[config.mk]
export PLATFORM = sky130hd
export DESIGN_NAME = usb_device_addr_and_irq_regs
export DESIGN_NICKNAME = d
export VERILOG_FILES = /design/src/design/usb_device_addr_and_irq_regs.v
export VERILOG_INCLUDE_DIRS = /design/src /design/src/design
export SDC_FILE = /design/constraint.sdc
export NUM_CORES = 1
export LEC_CHECK = 0
export BUFFER_PORTS_ARGS = -buffer_cell sky130_fd_sc_hd__buf_4
export CORE_ASPECT_RATIO = 1.2
export CORE_MARGIN = 2
export CORE_UTILIZATION = 40
export DETAILED_ROUTE_END_ITERATION = 12
export PLACE_DENSITY = 0.75
export SYNTH_ARGS = -nofsm -noshare
export SYNTH_HDL_FRONTEND = slang
export SYNTH_SLANG_ARGS = --single-unit
[constraint.sdc]
create_clock -name sys_clk -period 1.8 [get_ports sys_clk]
set_input_delay 0.36 -clock sys_clk [delete_from_list [all_inputs] [get_ports sys_clk]]
set_output_delay 0.36 -clock sys_clk [all_outputs]
set_load 0.01 [all_outputs]
[src/design/usb_addr_irq_defines.vh]
// Offsets, field positions, reset values and timing counts of the USB address and irq block.
`ifndef USB_ADDR_IRQ_DEFINES_VH
`define USB_ADDR_IRQ_DEFINES_VH

// Register byte offsets on the APB.
`define OFS_PORT_CTRL 8'h04
`define OFS_DEVICE_ADDRESS_CTRL 8'h08
`define OFS_IRQ_ENABLE_SET 8'h10
`define OFS_IRQ_ENABLE_CLEAR 8'h14
`define OFS_IRQ_ENABLE_VIEW 8'h18
`define OFS_IRQ_PENDING_VIEW 8'h1C
`define OFS_IRQ_PENDING_CLEAR 8'h20

// Port control fields.
`define POS_REMOTE_WAKE_ALLOW 4

// Device address control fields.
`define ADDR_VALUE_W 7
`define POS_FUNCTION_ENDPOINTS_ON 8
`define RST_DEVICE_ADDRESS 7'h00
`define RST_FUNCTION_ENDPOINTS_ON 1'b1

// Interrupt vector layout.
`define IRQ_W 14
`define POS_SUSPEND_IRQ 8
`define POS_RESUME_IRQ 9
`define POS_EXTERNAL_RESUME_IRQ 10
`define POS_FRAME_START_IRQ 11
`define POS_FIXED_ONE_POSITION 12
`define POS_WAKEUP_IRQ 13
`define MASK_WRITABLE 14'h2FFF
`define MASK_FIXED_ONES 14'h1000
`define RST_IRQ_MASK 14'h0200
`define PENDING_CLEARABLE 14'h3F00

// Timing.
`define SYS_CLK_MHZ 50
`define SUSPEND_TIME_US 3000

`endif

[src/design/usb_device_addr_and_irq_regs.v]
// Address, function enable, remote wake and interrupt registers of a USB device port.
//
// Our own choices: the register addresses and the APB interface to the registers.
`timescale 1ns/1ns
`include "usb_addr_irq_defines.vh"

////////////////////////////////////////////////////////////////////////////////

// Summary of operation
// - Hold remote wakeup enable bit, one enables.
// - Seven-bit address field, cleared by reset.
// - Function enable at bit 8, readable.
// - Data transfers only while function enabled.
// - Endpoint n interrupt at bit n.
// - Bus event interrupts at bits 8-11, 13.
// - Enable write sets mask bits written one.
// - Disable write clears mask bits written one.
// - Bus event interrupts enabled and disabled likewise.
// - Mask register shows enabled sources as one.
// - Mask bit 12 reads one, not controllable.
// - Resume interrupt enabled in mask at reset.
// - Status shares mask layout, bus reset bit 12.
// - End of bus reset sets its status.
// - Suspend status after 3ms bus idle.
module usb_device_addr_and_irq_regs #(
   parameter integer SUSPEND_CYCLES = `SUSPEND_TIME_US * `SYS_CLK_MHZ,
   parameter integer IDLE_W = 18
) (
   input wire sys_clk,
   input wire rstn,
   input wire psel,
   input wire penable,
   input wire pwrite,
   input wire [7:0] paddr,
   input wire [31:0] pwdata,
   output reg [31:0] prdata,
   output wire pready,
   output wire pslverr,
   input wire [7:0] endpointIrq,
   input wire busActivity,
   input wire resumeDetected,
   input wire externalResumeDone,
   input wire frameStartSeen,
   input wire busResetDone,
   output wire [6:0] deviceAddressValue,
   output wire functionEndpointsOn,
   output wire remoteWakeAllow,
   output wire suspendMode,
   output wire irq
);

   localparam integer IDLE_LAST_FULL = SUSPEND_CYCLES - 1;
   localparam [IDLE_W-1:0] IDLE_LAST = IDLE_LAST_FULL[IDLE_W-1:0];

   ////////////////////////////////////////////////////////////////////////////////
   // State.

   reg remoteWake_reg;
   reg [6:0] deviceAddress_reg;
   reg functionOn_reg;
   reg [`IRQ_W-1:0] irqMask_reg;
   reg [`IRQ_W-1:0] irqMask_next;
   reg [`IRQ_W-1:0] pending_reg;
   wire [`IRQ_W-1:0] pending_next;
   reg [IDLE_W-1:0] idleCount_reg;
   reg [IDLE_W-1:0] idleCount_next;
   reg suspended_reg;
   reg suspended_next;
   reg [31:0] readData;
   reg addrHit;

   ////////////////////////////////////////////////////////////////////////////////
   // APB decode.

   wire setupPhase;
   wire accessPhase;
   wire writeStrobe;
   wire [`IRQ_W-1:0] wrBits;
   wire [`IRQ_W-1:0] pendingSet;
   wire [`IRQ_W-1:0] pendingClear;
   wire [`IRQ_W-1:0] maskView;
   wire suspendEntry;

   assign setupPhase = psel & ~penable;
   assign accessPhase = psel & penable;
   assign writeStrobe = accessPhase & pwrite & addrHit;
   assign wrBits = pwdata[`IRQ_W-1:0];

   // Every access completes in its first access cycle, so no wait states.
   assign pready = 1'b1;
   assign pslverr = accessPhase & ~addrHit;

   always @* begin
      addrHit = 1'b1;
      case (paddr)
         `OFS_PORT_CTRL: addrHit = 1'b1;
         `OFS_DEVICE_ADDRESS_CTRL: addrHit = 1'b1;
         `OFS_IRQ_ENABLE_SET: addrHit = 1'b1;
         `OFS_IRQ_ENABLE_CLEAR: addrHit = 1'b1;
         `OFS_IRQ_ENABLE_VIEW: addrHit = 1'b1;
         `OFS_IRQ_PENDING_VIEW: addrHit = 1'b1;
         `OFS_IRQ_PENDING_CLEAR: addrHit = 1'b1;
         default: addrHit = 1'b0;
      endcase
   end

   ////////////////////////////////////////////////////////////////////////////////
   // Read data.

   // Bit 12 is not stored; it is forced to one on every read of the mask.
   assign maskView = irqMask_reg | `MASK_FIXED_ONES;

   always @* begin
      readData = 32'h0000_0000;
      case (paddr)
         `OFS_PORT_CTRL: begin
            readData[`POS_REMOTE_WAKE_ALLOW] = remoteWake_reg;
         end
         `OFS_DEVICE_ADDRESS_CTRL: begin
            readData[`ADDR_VALUE_W-1:0] = deviceAddress_reg;
            readData[`POS_FUNCTION_ENDPOINTS_ON] = functionOn_reg;
         end
         `OFS_IRQ_ENABLE_VIEW: begin
            readData[`IRQ_W-1:0] = maskView;
         end
         `OFS_IRQ_PENDING_VIEW: begin
            readData[`IRQ_W-1:0] = pending_reg;
         end
         default: begin
            readData = 32'h0000_0000;
         end
      endcase
   end

   // Read data is captured in the setup cycle so it is valid from a flip-flop
   // throughout the single access cycle.
   always @(posedge sys_clk or negedge rstn) begin
      if (!rstn) begin
         prdata <= 32'h0000_0000;
      end else if (setupPhase & ~pwrite) begin
         prdata <= readData;
      end
   end

   ////////////////////////////////////////////////////////////////////////////////
   // Port control and device address.

   always @(posedge sys_clk or negedge rstn) begin
      if (!rstn) begin
         remoteWake_reg <= 1'b0;
      end else if (writeStrobe && paddr == `OFS_PORT_CTRL) begin
         remoteWake_reg <= pwdata[`POS_REMOTE_WAKE_ALLOW];
      end
   end

   // A bus reset returns the device to the default address, like a system reset, except when a write to the address register comes in the same cycle.
   always @(posedge sys_clk or negedge rstn) begin
      if (!rstn) begin
         deviceAddress_reg <= `RST_DEVICE_ADDRESS;
         functionOn_reg <= `RST_FUNCTION_ENDPOINTS_ON;
      end else if (writeStrobe && paddr == `OFS_DEVICE_ADDRESS_CTRL) begin
         deviceAddress_reg <= pwdata[`ADDR_VALUE_W-1:0];
         functionOn_reg <= pwdata[`POS_FUNCTION_ENDPOINTS_ON];
      end else if (busResetDone) begin
         deviceAddress_reg <= `RST_DEVICE_ADDRESS;
      end
   end

   assign deviceAddressValue = deviceAddress_reg;
   assign remoteWakeAllow = remoteWake_reg;

   // The serial engine only answers data packets while this is high.
   assign functionEndpointsOn = functionOn_reg;

   ////////////////////////////////////////////////////////////////////////////////
   // Interrupt mask.

   always @* begin
      irqMask_next = irqMask_reg;
      if (writeStrobe && paddr == `OFS_IRQ_ENABLE_SET) begin
         irqMask_next = irqMask_reg | (wrBits & `MASK_WRITABLE);
      end else if (writeStrobe && paddr == `OFS_IRQ_ENABLE_CLEAR) begin
         irqMask_next = irqMask_reg & ~(wrBits & `MASK_WRITABLE);
      end
   end

   // Resume starts enabled so a host resume is seen after the port logic is
   // powered down in suspend.
   always @(posedge sys_clk or negedge rstn) begin
      if (!rstn) begin
         irqMask_reg <= `RST_IRQ_MASK;
      end else begin
         irqMask_reg <= irqMask_next;
      end
   end

   ////////////////////////////////////////////////////////////////////////////////
   // Suspend detection.

   always @* begin
      idleCount_next = idleCount_reg;
      suspended_next = suspended_reg;
      if (busActivity) begin
         idleCount_next = {IDLE_W{1'b0}};
         suspended_next = 1'b0;
      end else if (!suspended_reg) begin
         if (idleCount_reg == IDLE_LAST) begin
            idleCount_next = {IDLE_W{1'b0}};
            suspended_next = 1'b1;
         end else begin
            idleCount_next = idleCount_reg + 1'b1;
         end
      end
   end

   assign suspendEntry = ~suspended_reg & suspended_next;

   always @(posedge sys_clk or negedge rstn) begin
      if (!rstn) begin
         idleCount_reg <= {IDLE_W{1'b0}};
         suspended_reg <= 1'b0;
      end else begin
         idleCount_reg <= idleCount_next;
         suspended_reg <= suspended_next;
      end
   end

   assign suspendMode = suspended_reg;

   ////////////////////////////////////////////////////////////////////////////////
   // Interrupt status.

   assign pendingSet[7:0] = endpointIrq;
   assign pendingSet[`POS_SUSPEND_IRQ] = suspendEntry;
   assign pendingSet[`POS_RESUME_IRQ] = resumeDetected;
   assign pendingSet[`POS_EXTERNAL_RESUME_IRQ] = externalResumeDone;
   assign pendingSet[`POS_FRAME_START_IRQ] = frameStartSeen;
   assign pendingSet[`POS_FIXED_ONE_POSITION] = busResetDone;
   assign pendingSet[`POS_WAKEUP_IRQ] = resumeDetected | busResetDone;

   assign pendingClear = (writeStrobe && paddr == `OFS_IRQ_PENDING_CLEAR) ?
                         (wrBits & `PENDING_CLEARABLE) : {`IRQ_W{1'b0}};

   // Endpoint bits mirror the endpoint level, which is cleared at the endpoint
   // itself; bus event bits are sticky and a new event beats a clear.
   genvar i;
   generate
      for (i = 0; i < `IRQ_W; i = i + 1) begin : gPending
         if (i < 8) begin : gLevel
            assign pending_next[i] = pendingSet[i];
         end else begin : gSticky
            assign pending_next[i] = pendingSet[i] | (pending_reg[i] & ~pendingClear[i]);
         end
      end
   endgenerate

   always @(posedge sys_clk or negedge rstn) begin
      if (!rstn) begin
         pending_reg <= {`IRQ_W{1'b0}};
      end else begin
         pending_reg <= pending_next;
      end
   end

   assign irq = |(pending_reg & maskView);

endmodule // usb_device_addr_and_irq_regs

# --- Yosys cells after proc, flatten, opt, wreduce, memory -nomap -nowiden ---
# Index checks and enable logic that the tools add are counted.
# W data, S select, Z words.
word_totals:
  reg_bits: 70
  input_bits: 58
  wordCells: 79
classes:
  n_addsub: 1
  n_eq_ne: 9
  mux: 18
  bitwise: 34
  reduce_logical: 9
ops:
  columns: ["operator", "n"]
  rows:
  - ["$mux W18", 3]
  - ["$mux W14", 3]
  - ["$eq A8 B5 Y1 const B", 4]
  - ["$and A14 B14 Y14", 2]
  - ["$add A18 B1 Y18 const B", 1]
  - ["$eq A18 B18 Y1 const B", 1]
  - ["$mux W7", 2]
  - ["$not A14 Y14", 1]
  - ["$or A14 B14 Y14", 1]
  - ["$reduce_or A14 Y1", 1]
  - ["$and A1 B1 Y1", 13]
  - ["$pmux W4 S3", 1]
  - ["$not A1 Y1", 10]
  - ["$pmux W5 S2", 1]
  - ["$eq A8 B3 Y1 const B", 1]
  - ["$eq A8 B4 Y1 const B", 1]
  - ["$eq A8 B6 Y1 const B", 1]
  - ["$or A1 B1 Y1", 7]
  - ["$reduce_or A7 Y1", 1]
  - ["$pmux W2 S3", 1]
  - ["$logic_and A1 B1 Y1", 5]
  - ["$mux W1", 4]
  - ["$pmux W1 S4", 1]
  - ["$reduce_bool A2 Y1", 2]
  - ["other kinds (3)", 3]

# --- Depth between registers and ports, before layout ---
# Gate-level depths: netlist (run 1).
depth:
  ltp_word: 9
  ltp_mapped: 7

# --- Worst setup path after synthesis (run 1) ---
# OpenSTA, ideal clock, no wires.
synth_path:
  path_type: "in2reg"
  from: "input port paddr[1]"
  to: "register pending_reg[13]"
  arrival_time_ns: 1.897
  t_required_ns: 1.676
  slack_ns: -0.221
  cell_stages: 5
  path_buffers: 0
  path_cell_list: "or4_4 > or3_4 > nor3b_4 > nand3_1 > a211o_1"
synth_between:
  elab_chain_cells: 9
synth_rtl:
  columns: ["item", "line", "rtl"]
  rows:
  - ["start, declared", "usb_device_addr_and_irq_regs.v:34", "input wire [7:0] paddr,"]
  - ["$eq A8 B3 Y1 (tied with other cells)", "usb_device_addr_and_irq_regs.v:95", "case (paddr)"]
  - ["$reduce_or A7 Y1 (no line)", null, null]
  - ["$mux W1", "usb_device_addr_and_irq_regs.v:95", null]
  - ["$and A1 B1 Y1", "usb_device_addr_and_irq_regs.v:86", "assign writeStrobe = accessPhase & pwrite & addrHit;"]
  - ["$logic_and A1 B1 Y1 (no line) (*)", null, null]
  - ["$mux W14 (*)", "usb_device_addr_and_irq_regs.v:241", "assign pendingClear = (writeStrobe && paddr == `OFS_IRQ_PENDING_CLEAR) ?"]
  - ["$not A1 Y1 (*)", "usb_device_addr_and_irq_regs.v:252", "assign pending_next[i] = pendingSet[i] | (pending_reg[i] & ~pendingClear[i]);"]
  - ["$and A1 B1 Y1 (*)", "usb_device_addr_and_irq_regs.v:252", null]
  - ["$or A1 B1 Y1 (*)", "usb_device_addr_and_irq_regs.v:252", null]
  - ["net pending_next[13]", "usb_device_addr_and_irq_regs.v:64", "wire [`IRQ_W-1:0] pending_next;"]
  - ["end signal, assigned", "usb_device_addr_and_irq_regs.v:259", "pending_reg <= {`IRQ_W{1'b0}};"]
  - ["end signal, assigned", "usb_device_addr_and_irq_regs.v:261", "pending_reg <= pending_next;"]
  - ["end, declared", "usb_device_addr_and_irq_regs.v:63", "reg [`IRQ_W-1:0] pending_reg;"]
# Mark *: on every way through the listed nets, which the timed path passes. The rest lies on a longest branch.
# A chain may end at the register's enable or synchronous reset.

# --- Worst setup path after layout (run 1) ---
layout_path:
  from: "input port paddr[1]"
  to: "output port pslverr"
layout_between:
  elab_chain_cells: 5
layout_rtl:
  columns: ["item", "line", "rtl"]
  rows:
  - ["$eq A8 B3 Y1 (tied with other cells)", "usb_device_addr_and_irq_regs.v:95", null]
  - ["$reduce_or A7 Y1 (no line) (*)", null, null]
  - ["$mux W1 (*)", "usb_device_addr_and_irq_regs.v:95", null]
  - ["$not A1 Y1 (*)", "usb_device_addr_and_irq_regs.v:91", "assign pslverr = accessPhase & ~addrHit;"]
  - ["$and A1 B1 Y1 (*)", "usb_device_addr_and_irq_regs.v:91", null]
  - ["end, declared", "usb_device_addr_and_irq_regs.v:38", "output wire pslverr,"]
# Every way passes the cells marked *; elsewhere a longest branch is shown, timed or not.

==> out/summary.md, run 1 <==
* **count of buffers from port buffering** 65
* **R2R cell count** 5
* **initial antenna violation count** 0
* **final core utilization** 0.552
* **Total GRT Usage** 0.195
* **Max-Slew Margin vs Limit** 0.561
* **number of synthesized flops with an enable pin** 0
* **clock network fraction of design power** 0.387
* **initial core utilization** 0.413
* **GRT Residual Overflow** 0
* **HPWL reported at the end of detailed placement** 6740 um
* **horizontal die dimension** 90.0 um
* **deepest level of the CTS H-tree** 3
* **Final Worst Setup Slack** -251 ps
* **internal power consumption** 2.43 mW
* **relative contribution of sequential cells to total power** 0.502
* **VDD IR max** 326 uV
* **Setup Skew** 7.60 ps
* **maximum fanout along the worst path** 2
* **Period minus WS final** 2050 ps
* **number of global-route vias before repair** 3107
* **Max Clock Freq** 487 MHz
* **outcome** finished with violations
* **relative contribution of combinational cells to total power** 0.111
* **final count of pins violating max slew** 0
* **area of the core region** 8610 um^2
* **path type of the worst min-delay path** input port to register
* **Post-Synthesis Cells** 375
* **worst endpoint data arrival time** 1690 ps
* **Site Rows** 37
* **worst reg2reg setup slack** 60 ps
* **number of DRC markers after the initial detailed-route iteration** 172
* **cell taking the most area after synthesis** dfrtp_1
* **Worst-Skew Late Latency** 360 ps
* **count of nets left with antenna violations after detail routing** 0
* **count of synthesis-stage warnings from yosys** 0
* **area enclosed by the die boundary** 9650 um^2
* **via count** 3209
* **Slew @ Worst Pin** 656 ps
* **endpoint type of the worst setup path** primary output
* **Clock Pin Slew Worst Setup and Hold Paths** 70 ps
* **Critical Setup Path Class** input port to primary output
* **Max Cap Violations** 0
* **number of endpoints with negative hold slack in the final report** 0
* **Residual DRC** 0
* **Avg WL per Cell** 15.6 um
* **CTS Buffer Depth** 2
* **Routability Congestion** 0.876
* **# diodes** 0
* **most numerous cell in the Yosys netlist** dfrtp_1
* **number of nets in the layout** 533
* **root buffer cell** clkbuf_8
* **number of unique standard cell types used by synthesis** 55
* **Area Overhead vs Synth** 33.8%
* **fraction of the cycle the final worst path needs** 1.14
* **first-pass iteration count of the detailed router** 4
* **number of clock sinks** 69
* **synthesized area per cell** 9.47 um^2
* **pin count of the biggest net entering global routing** 32
* **primary flip-flop cell chosen by synthesis mapping** dfrtp_1
* **fraction of final layout cells sized beyond drive strength 1** 0.334
* **number of cells traversed by the worst hold path** 1
* **failing checks** negative setup slack
* **fraction of synthesized cell area taken by the top area cell type** 0.472
* **Final Routed Wirelength** 9290 um
* **power per unit of standard cell area** 677 nW/um^2
* **wire length of the first global-routing pass** 14900 um
* **Inserted Clock Buffers** 9
* **boundary pin count** 103
* **Final setup viols** 15
* **cell types with the highest counts after synthesis** 67 x dfrtp_1, 50 x nand2_1, 30 x nand3_1
* **fraction of registers with async set or reset after synthesis** 1.00
* **NetSw** 0.790 mW
* **via count normalized by instance count** 5.38
* **die boundary height** 107 um
* **proportion of synthesized chip area in sequential cells** 0.487
* **post-synthesis instance area** 3550 um^2
* **launching element type of the critical path** input port
* **Leak** 2.21 nW
* **clock tree from TritonCTS** done
* **data required time at the worst endpoint** 1440 ps
* **Switching Share** 0.246
* **number of flip-flops and latches in the synthesized netlist** 69
* **worst hold slack** 114 ps
* **setup repair after global routing missed its margin** true
* **ranking of synthesized cells by area** dfrtp_1 47%, nand2_1 5.3%, buf_4 4.4%, nand3_1 4.2%, a22o_1 3.9%
-- placed cells by master (no fill, tap or decap), drive strengths merged, types with 3 or more instances in the layout --
| cell | count |
|---|---|
| a22oi | 3 |
| nand4 | 6 |
| nor3 | 4 |
| nor2b | 5 |
| dfrtp | 67 |
| or3 | 6 |
| nor2 | 26 |
| nor3b | 3 |
| or4 | 4 |
| a221oi | 9 |
| nand2 | 50 |
| nand3 | 30 |
| inv | 13 |
| conb | 19 |
| nand2b | 7 |
| a22o | 16 |
| a21o | 8 |
| and3 | 4 |
| o21ai | 26 |
| clkbuf | 12 |
| nor4 | 3 |
| buf | 105 |
| mux2i | 8 |
| a21oi | 11 |
-- what timing repair did --
action	4_1_cts	5_1_grt
gates resized for setup	7	35
pin swaps	4	17
hold buffers	1	0
endpoints found under the hold margin	19	0
buffers inserted	4	3
endpoints found under the setup margin	8	37
cloned	0	0
-- final timing paths --
kind,from,to
setup / recovery,paddr[1],pslverr
hold / removal,endpointIrq[5],pending_reg[5]
setup reg to reg,idleCount_reg[9],idleCount_reg[15]
hold reg to reg,prdata[5],prdata[5]
max in group asynchronous,rstn,functionEndpointsOn
min in group asynchronous,rstn,prdata[3]
-- kinds of logic after synthesis --
logic type                 after synthesis  share of synthesized area
muxes                                   10                     0.0289
DFF                                     69                      0.487
xor gates and xnor gates                 3                    0.00740
adders and majority gates                1                    0.00352
buffers and inverters                   48                     0.0733
AOI/OAI and AO/OA                       84                      0.162
and+or+nand+nor                        158                      0.236
other                                    2                    0.00211
-- per-layer routing --
layer  global-route usage  vias to the layer above  routed length (um)
met3               0.0541                       24                 614
met5                    0                        -                   0
met4               0.0934                        0                 268
met1                0.222                     1532                3580
met2                0.338                      143                4830
li1                     -                     1510                   -
-- worst max-delay path, cell delays in order --
cell and delay, ps:
buf_6 90, or4_4 530, or3_4 340, o2111a_1 250, buf_6 120
-- power by group through the flow --
stage	combinational [mW]	sequential (mW)	clock, mW
after floorplan	0.158	1.65	0
after global placement	0.333	1.64	0
after detailed placement	0.339	1.64	0
after CTS	0.348	1.61	1.28
after global routing	0.390	1.62	1.37
final	0.358	1.62	1.25
-- through the flow --
stage               std cells  total power [mW]  setup slack (ps)  TNS, ps  area, um^2
floorplan                 392              1.81              -215    -2470        3630
global placement          572              1.97              -336    -9670        4320
detailed placement        572              1.98              -373   -11270        4320
CTS                       593              3.24              -326     -956        4580
global route              596              3.38              -267    -2080        4750
finish                    596              3.22              -251     -887        4750
-- cell type report --
class	count	area, um^2
clock buffer	12	145
inverter	13	48.8
clock inverter	4	47.5
sequential	69	1730
fill	735	3860
timing repair buffer	106	850
multi-input combinational	275	1780
tap	117	146
(Power assumes the default switching activity.)
==> run 2: changes to the inputs <==
==> constraint.sdc (replaced) <==
create_clock -name sys_clk -period 1.8 [get_ports sys_clk]
set_input_delay 0.27 -clock sys_clk [delete_from_list [all_inputs] [get_ports sys_clk]]
set_output_delay 0.27 -clock sys_clk [all_outputs]
set_load 0.01 [all_outputs]
==> out/summary.md, run 2 (synthesized netlist as in run 1, its figures left out) <==
* **GRT Residual Overflow** 0
* **Worst path slowest cell** or4_4
* **clock network fraction of design power** 0.363
* **fraction of final layout cells sized beyond drive strength 1** 0.292
* **via count normalized by instance count** 5.28
* **most used cell, CP** buf_6
* **internal power consumption** 2.32 mW
* **Max-Slew Margin vs Limit** 0.303
* **Post-Route M1 WL** 3410 um
* **end of the worst hold path** pending_reg[4]
* **Max Clock Freq** 529 MHz
* **top layer reached by signal wires** met4
* **Leak** 2.13 nW
* **initial antenna violation count** 0
* **root buffer cell** clkbuf_8
* **Critical Setup Path Class** input port to primary output
* **endpoint type of the worst setup path** primary output
* **met2 wire length** 4420 um
* **via count** 3115
* **initial core utilization** 0.413
* **setup repair after global routing missed its margin** true
* **hold path start** endpointIrq[4]
* **boundary pin count** 103
* **wire length of the first global-routing pass** 14100 um
* **NetSw** 0.748 mW
* **failing checks** negative setup slack
* **HPWL reported at the end of detailed placement** 6390 um
* **area enclosed by the die boundary** 9650 um^2
* **commonest non-fill, non-tap cell in the layout** buf_4
* **Register Area** 1730 um^2
* **count of buffers from port buffering** 65
* **Inserted Clock Buffers** 9
* **worst endpoint data arrival time** 1620 ps
* **Filler cells** 783
* **Period minus WS final** 1890 ps
* **clock tree from TritonCTS** done
* **Clock Pin Slew Worst Setup and Hold Paths** 70 ps
* **final core utilization** 0.530
* **most used cells in the layout excluding fill and tap cells** 95 x buf_4, 66 x dfrtp_1, 50 x nand2_1
* **horizontal die dimension** 90.0 um
* **number of nets in the layout** 527
* **VDD IR max** 307 uV
* **Final Routed Wirelength** 8620 um
* **Critical Path Max Stage Delay** 530 ps
* **area taken by multi-input logic gates** 1700 um^2
* **met3 routed wirelength** 522 um
* **deepest level of the CTS H-tree** 3
* **Cell Chain, Critical Path** buf_6 > or4_4 > or3_4 > o2111a_1 > buf_6
* **number of global-route vias before repair** 3052
* **outcome** finished with violations
* **R2R cell count** 5
* **crit path buf inv count** 2
* **Setup Skew** 14.5 ps
* **pin count of the biggest net entering global routing** 38
* **Switching Share** 0.244
* **worst reg2reg setup slack** 80 ps
* **power per unit of standard cell area** 672 nW/um^2
* **area of the core region** 8610 um^2
* **CTS Buffer Depth** 2
* **reg-to-reg startpoint** idleCount_reg[0]
* **number of endpoints with negative hold slack in the final report** 0
* **RR Endpoint** idleCount_reg[10]
* **Final Worst Setup Slack** -88.7 ps
* **# diodes** 0
* **Total GRT Usage** 0.182
* **data required time at the worst endpoint** 1530 ps
* **Post-Place Cell Area** 4290 um^2
* **Avg WL per Cell** 14.6 um
* **relative contribution of sequential cells to total power** 0.527
* **number of cells traversed by the worst hold path** 1
* **launching element type of the critical path** input port
* **relative contribution of combinational cells to total power** 0.110
* **die boundary height** 107 um
* **fraction of the cycle the final worst path needs** 1.05
* **Worst-Skew Late Latency** 340 ps
* **Site Rows** 37
* **Routability Congestion** 0.940
* **path type of the worst min-delay path** input port to register
* **count of nets left with antenna violations after detail routing** 0
* **maximum fanout along the worst path** 3
* **CP delay by family, top** simple AND/OR/NAND/NOR gates
* **number of clock sinks** 69
* **Slew @ Worst Pin** 1040 ps
* **Max Cap Violations** 0
* **Area Overhead vs Synth** 28.4%
* **number of DRC markers after the initial detailed-route iteration** 170
* **final count of pins violating max slew** 0
* **Residual DRC** 0
* **Final setup viols** 5
* **first-pass iteration count of the detailed router** 4
* **final cell area excluding filler cells** 4560 um^2
## run 2: cell types whose count changed in the layout (fill, tap and decap cells not counted), sizes merged
| cell | change |
|---|---|
| clkinvlp | -1 |
| clkbuf | +2 |
| bufinv | -1 |
| buf | -6 |
## run 2: through the flow
| step | setup WS, ps | TNS, ps | power, mW | std cells | hold slack (ps) |
|---|---|---|---|---|---|
| 2_1_floorplan | -125 | -359 | 1.81 | 392 | -25.6 |
| 3_3_place_gp | -227 | -7030 | 1.97 | 572 | 256 |
| 3_5_place_dp | -255 | -8260 | 1.97 | 572 | 261 |
| 4_1_cts | -131 | -258 | 3.09 | 590 | 17.6 |
| 5_1_grt | -114 | -381 | 3.21 | 590 | 11.3 |
| 6_report | -88.7 | -186 | 3.07 | 590 | 31.7 |
## run 2: how the worst max path moves through the flow
stage	start	end	slack (ps)	depth (start not counted)
after detailed placement	paddr[1]	pending_reg[10]	-260	7
after CTS	paddr[6]	pslverr	-130	5
after floorplan	paddr[1]	pending_reg[13]	-130	5
after global routing	paddr[6]	pslverr	-110	5
final	paddr[6]	pslverr	-90	5
after global placement	paddr[1]	pending_reg[13]	-230	6
## run 2: cell type report
cell class                      count  area share
Clock buffer                       14      0.0357
Sequential cell                    69       0.379
Timing Repair Buffer              100       0.168
Multi-Input combinational cell    275       0.372
Clock inverter                      2     0.00219
Inverter                           13      0.0107
Tap cell                          117      0.0321
## run 2: power groups by stage
stage	clock network (mW)	logic, mW	registers (mW)
2_1_floorplan	0	0.157	1.65
3_3_place_gp	0	0.327	1.64
3_5_place_dp	0	0.330	1.64
4_1_cts	1.14	0.336	1.61
5_1_grt	1.22	0.372	1.62
6_report	1.11	0.338	1.61
## run 2: routing by layer
metal,vias up,global-route usage
met4,0,0.0868
li1,1489,-
met5,-,0
met3,23,0.0499
met2,115,0.319
met1,1488,0.204
## run 2: timing repair
action,in CTS,in global routing
endpoints found under the hold margin,32,0
hold buffers,1,0
pin swaps,4,6
buffers inserted,1,0
resized for setup,6,15
setup endpoints to repair,8,21
==> run 3: changes to the inputs <==
--- a/config.mk
+++ b/config.mk
@@ -12,6 +12,8 @@
 export CORE_UTILIZATION = 40
 export DETAILED_ROUTE_END_ITERATION = 12
 export PLACE_DENSITY = 0.75
+export RECOVER_POWER = 50
+export SKIP_CTS_REPAIR_TIMING = 1
 export SYNTH_ARGS = -nofsm -noshare
 export SYNTH_HDL_FRONTEND = slang
 export SYNTH_SLANG_ARGS = --single-unit
==> out/summary.md, run 3 (synthesized netlist as in run 1, its figures left out) <==
* **fraction of final layout cells sized beyond drive strength 1** 0.285
* **first-pass iteration count of the detailed router** 4
* **number of clock sinks** 69
* **wire length of the first global-routing pass** 13900 um
* **Clock Pin Slew Worst Setup and Hold Paths** 70 ps
* **boundary pin count** 103
* **CTS Buffer Depth** 2
* **final cell area excluding filler cells** 4540 um^2
* **relative contribution of sequential cells to total power** 0.528
* **relative contribution of combinational cells to total power** 0.109
* **power per unit of standard cell area** 675 nW/um^2
* **worst endpoint data arrival time** 1660 ps
* **Final Routed Wirelength** 8490 um
* **number of nets in the layout** 527
* **# diodes** 0
* **root buffer cell** clkbuf_8
* **Max Cap Violations** 0
* **launch point of the worst path** paddr[6]
* **outcome** finished with violations
* **Inst Count DP** 572
* **GRT Residual Overflow** 0
* **failing checks** negative setup slack
* **hold path start** endpointIrq[4]
* **VDD IR max** 321 uV
* **most used cells in the layout excluding fill and tap cells** 84 x buf_4, 66 x dfrtp_1, 50 x nand2_1
* **endpoint type of the worst setup path** primary output
* **Critical Setup Path Class** input port to primary output
* **initial antenna violation count** 0
* **maximum fanout along the worst path** 3
* **Switching Share** 0.244
* **number of endpoints with negative hold slack in the final report** 0
* **Residual DRC** 0
* **data required time at the worst endpoint** 1530 ps
* **area enclosed by the die boundary** 9650 um^2
* **HPWL reported at the end of detailed placement** 6390 um
* **via count normalized by instance count** 5.24
* **setup repair after global routing missed its margin** true
* **Leak** 2.12 nW
* **Avg WL per Cell** 14.4 um
* **Inserted Clock Buffers** 9
* **initial core utilization** 0.413
* **number of DRC markers after the initial detailed-route iteration** 146
* **Area Overhead vs Synth** 27.7%
* **commonest non-fill, non-tap cell in the layout** buf_4
* **clock tree from TritonCTS** done
* **Setup Skew** 15.2 ps
* **Final setup viols** 6
* **Site Rows** 37
* **internal power consumption** 2.31 mW
* **path type of the worst min-delay path** input port to register
* **number of global-route vias before repair** 3030
* **NetSw** 0.746 mW
* **count of buffers from port buffering** 65
* **Period minus WS final** 1930 ps
* **Routability Congestion** 0.940
* **area of the core region** 8610 um^2
* **Max Clock Freq** 517 MHz
* **overall power of the completed layout** 3.06 mW
* **Filler cells** 789
* **Final Worst Setup Slack** -133 ps
* **Slew @ Worst Pin** 1060 ps
* **pin count of the biggest net entering global routing** 38
* **reg-to-reg startpoint** idleCount_reg[0]
* **final count of pins violating max slew** 0
* **die boundary height** 107 um
* **worst hold slack** 54.2 ps
* **Max-Slew Margin vs Limit** 0.294
* **via count** 3092
* **deepest level of the CTS H-tree** 3
* **fraction of the cycle the final worst path needs** 1.07
* **Post-Place Cell Area** 4290 um^2
* **Total GRT Usage** 0.179
* **count of nets left with antenna violations after detail routing** 0
* **Worst-Skew Late Latency** 340 ps
* **clock network fraction of design power** 0.364
* **horizontal die dimension** 90.0 um
* **launching element type of the critical path** input port
* **final standard cell count with taps included and fillers excluded** 590
[run 3: changes by cell type in the layout (fill, tap and decap cells not counted)]
| cell | delta |
|---|---|
| buf_4 | -11 |
| buf_6 | -1 |
| clkbuf_2 | +4 |
| clkbuf_4 | +8 |
| nor2_1 | +1 |
| nor2_2 | -1 |
| nor3_1 | +1 |
| nor3_2 | -1 |
| or4_1 | +1 |
| or4_4 | -1 |
[run 3: per-layer routing]
layer / GRT usage / part of all wire / up-vias / wire length, um
met5: 0 / 0 / - / 0
met2: 0.308 / 0.50 / 103 / 4260
met1: 0.201 / 0.40 / 1473 / 3430
met3: 0.0492 / 0.057 / 24 / 484
met4: 0.0967 / 0.038 / 0 / 327
li1: - / - / 1492 / -
[run 3: path summary, 6_finish.rpt]
kind	slack, ps	to	cells past startpoint
max	-130	pslverr	5
max in group asynchronous	340	pending_reg[1]	3
max reg2reg	70	idleCount_reg[10]	5
min reg2reg	480	prdata[1]	2
min in group asynchronous	600	prdata[6]	2
min	50	pending_reg[4]	1
[run 3: cell type report]
cell class | instances | area (um^2) | share of cell area
flip-flops and latches | 69 | 1730 | 0.381
multi-input cells | 275 | 1680 | 0.371
repair buffers | 100 | 754 | 0.166
clock buffers | 14 | 163 | 0.0359
well taps | 117 | 146 | 0.0323
inverters | 13 | 48.8 | 0.0108
clock inverters | 2 | 10.0 | 0.00221
[run 3: critical path, cell delays in order]
cell and delay (ps):
buf_6 90, or4_4 530, or3_4 400, o2111a_1 250
buf_6 120
[run 3: power groups by stage]
| stage | registers [mW] | logic [mW] | clock network, mW |
|---|---|---|---|
| 2_1_floorplan | 1.65 | 0.157 | 0 |
| 3_3_place_gp | 1.64 | 0.327 | 0 |
| 3_5_place_dp | 1.64 | 0.330 | 0 |
| 4_1_cts | 1.61 | 0.331 | 1.14 |
| 5_1_grt | 1.62 | 0.368 | 1.22 |
| 6_report | 1.61 | 0.333 | 1.11 |
[run 3: per-stage QoR]
stage | utilization | TNS [ps] | setup WS, ps
final | 0.527 | -384 | -133
after global routing | 0.527 | -588 | -157
after CTS | 0.518 | -467 | -163
after detailed placement | 0.498 | -8260 | -255
after global placement | 0.498 | -7030 | -227
after floorplan | - | -359 | -125
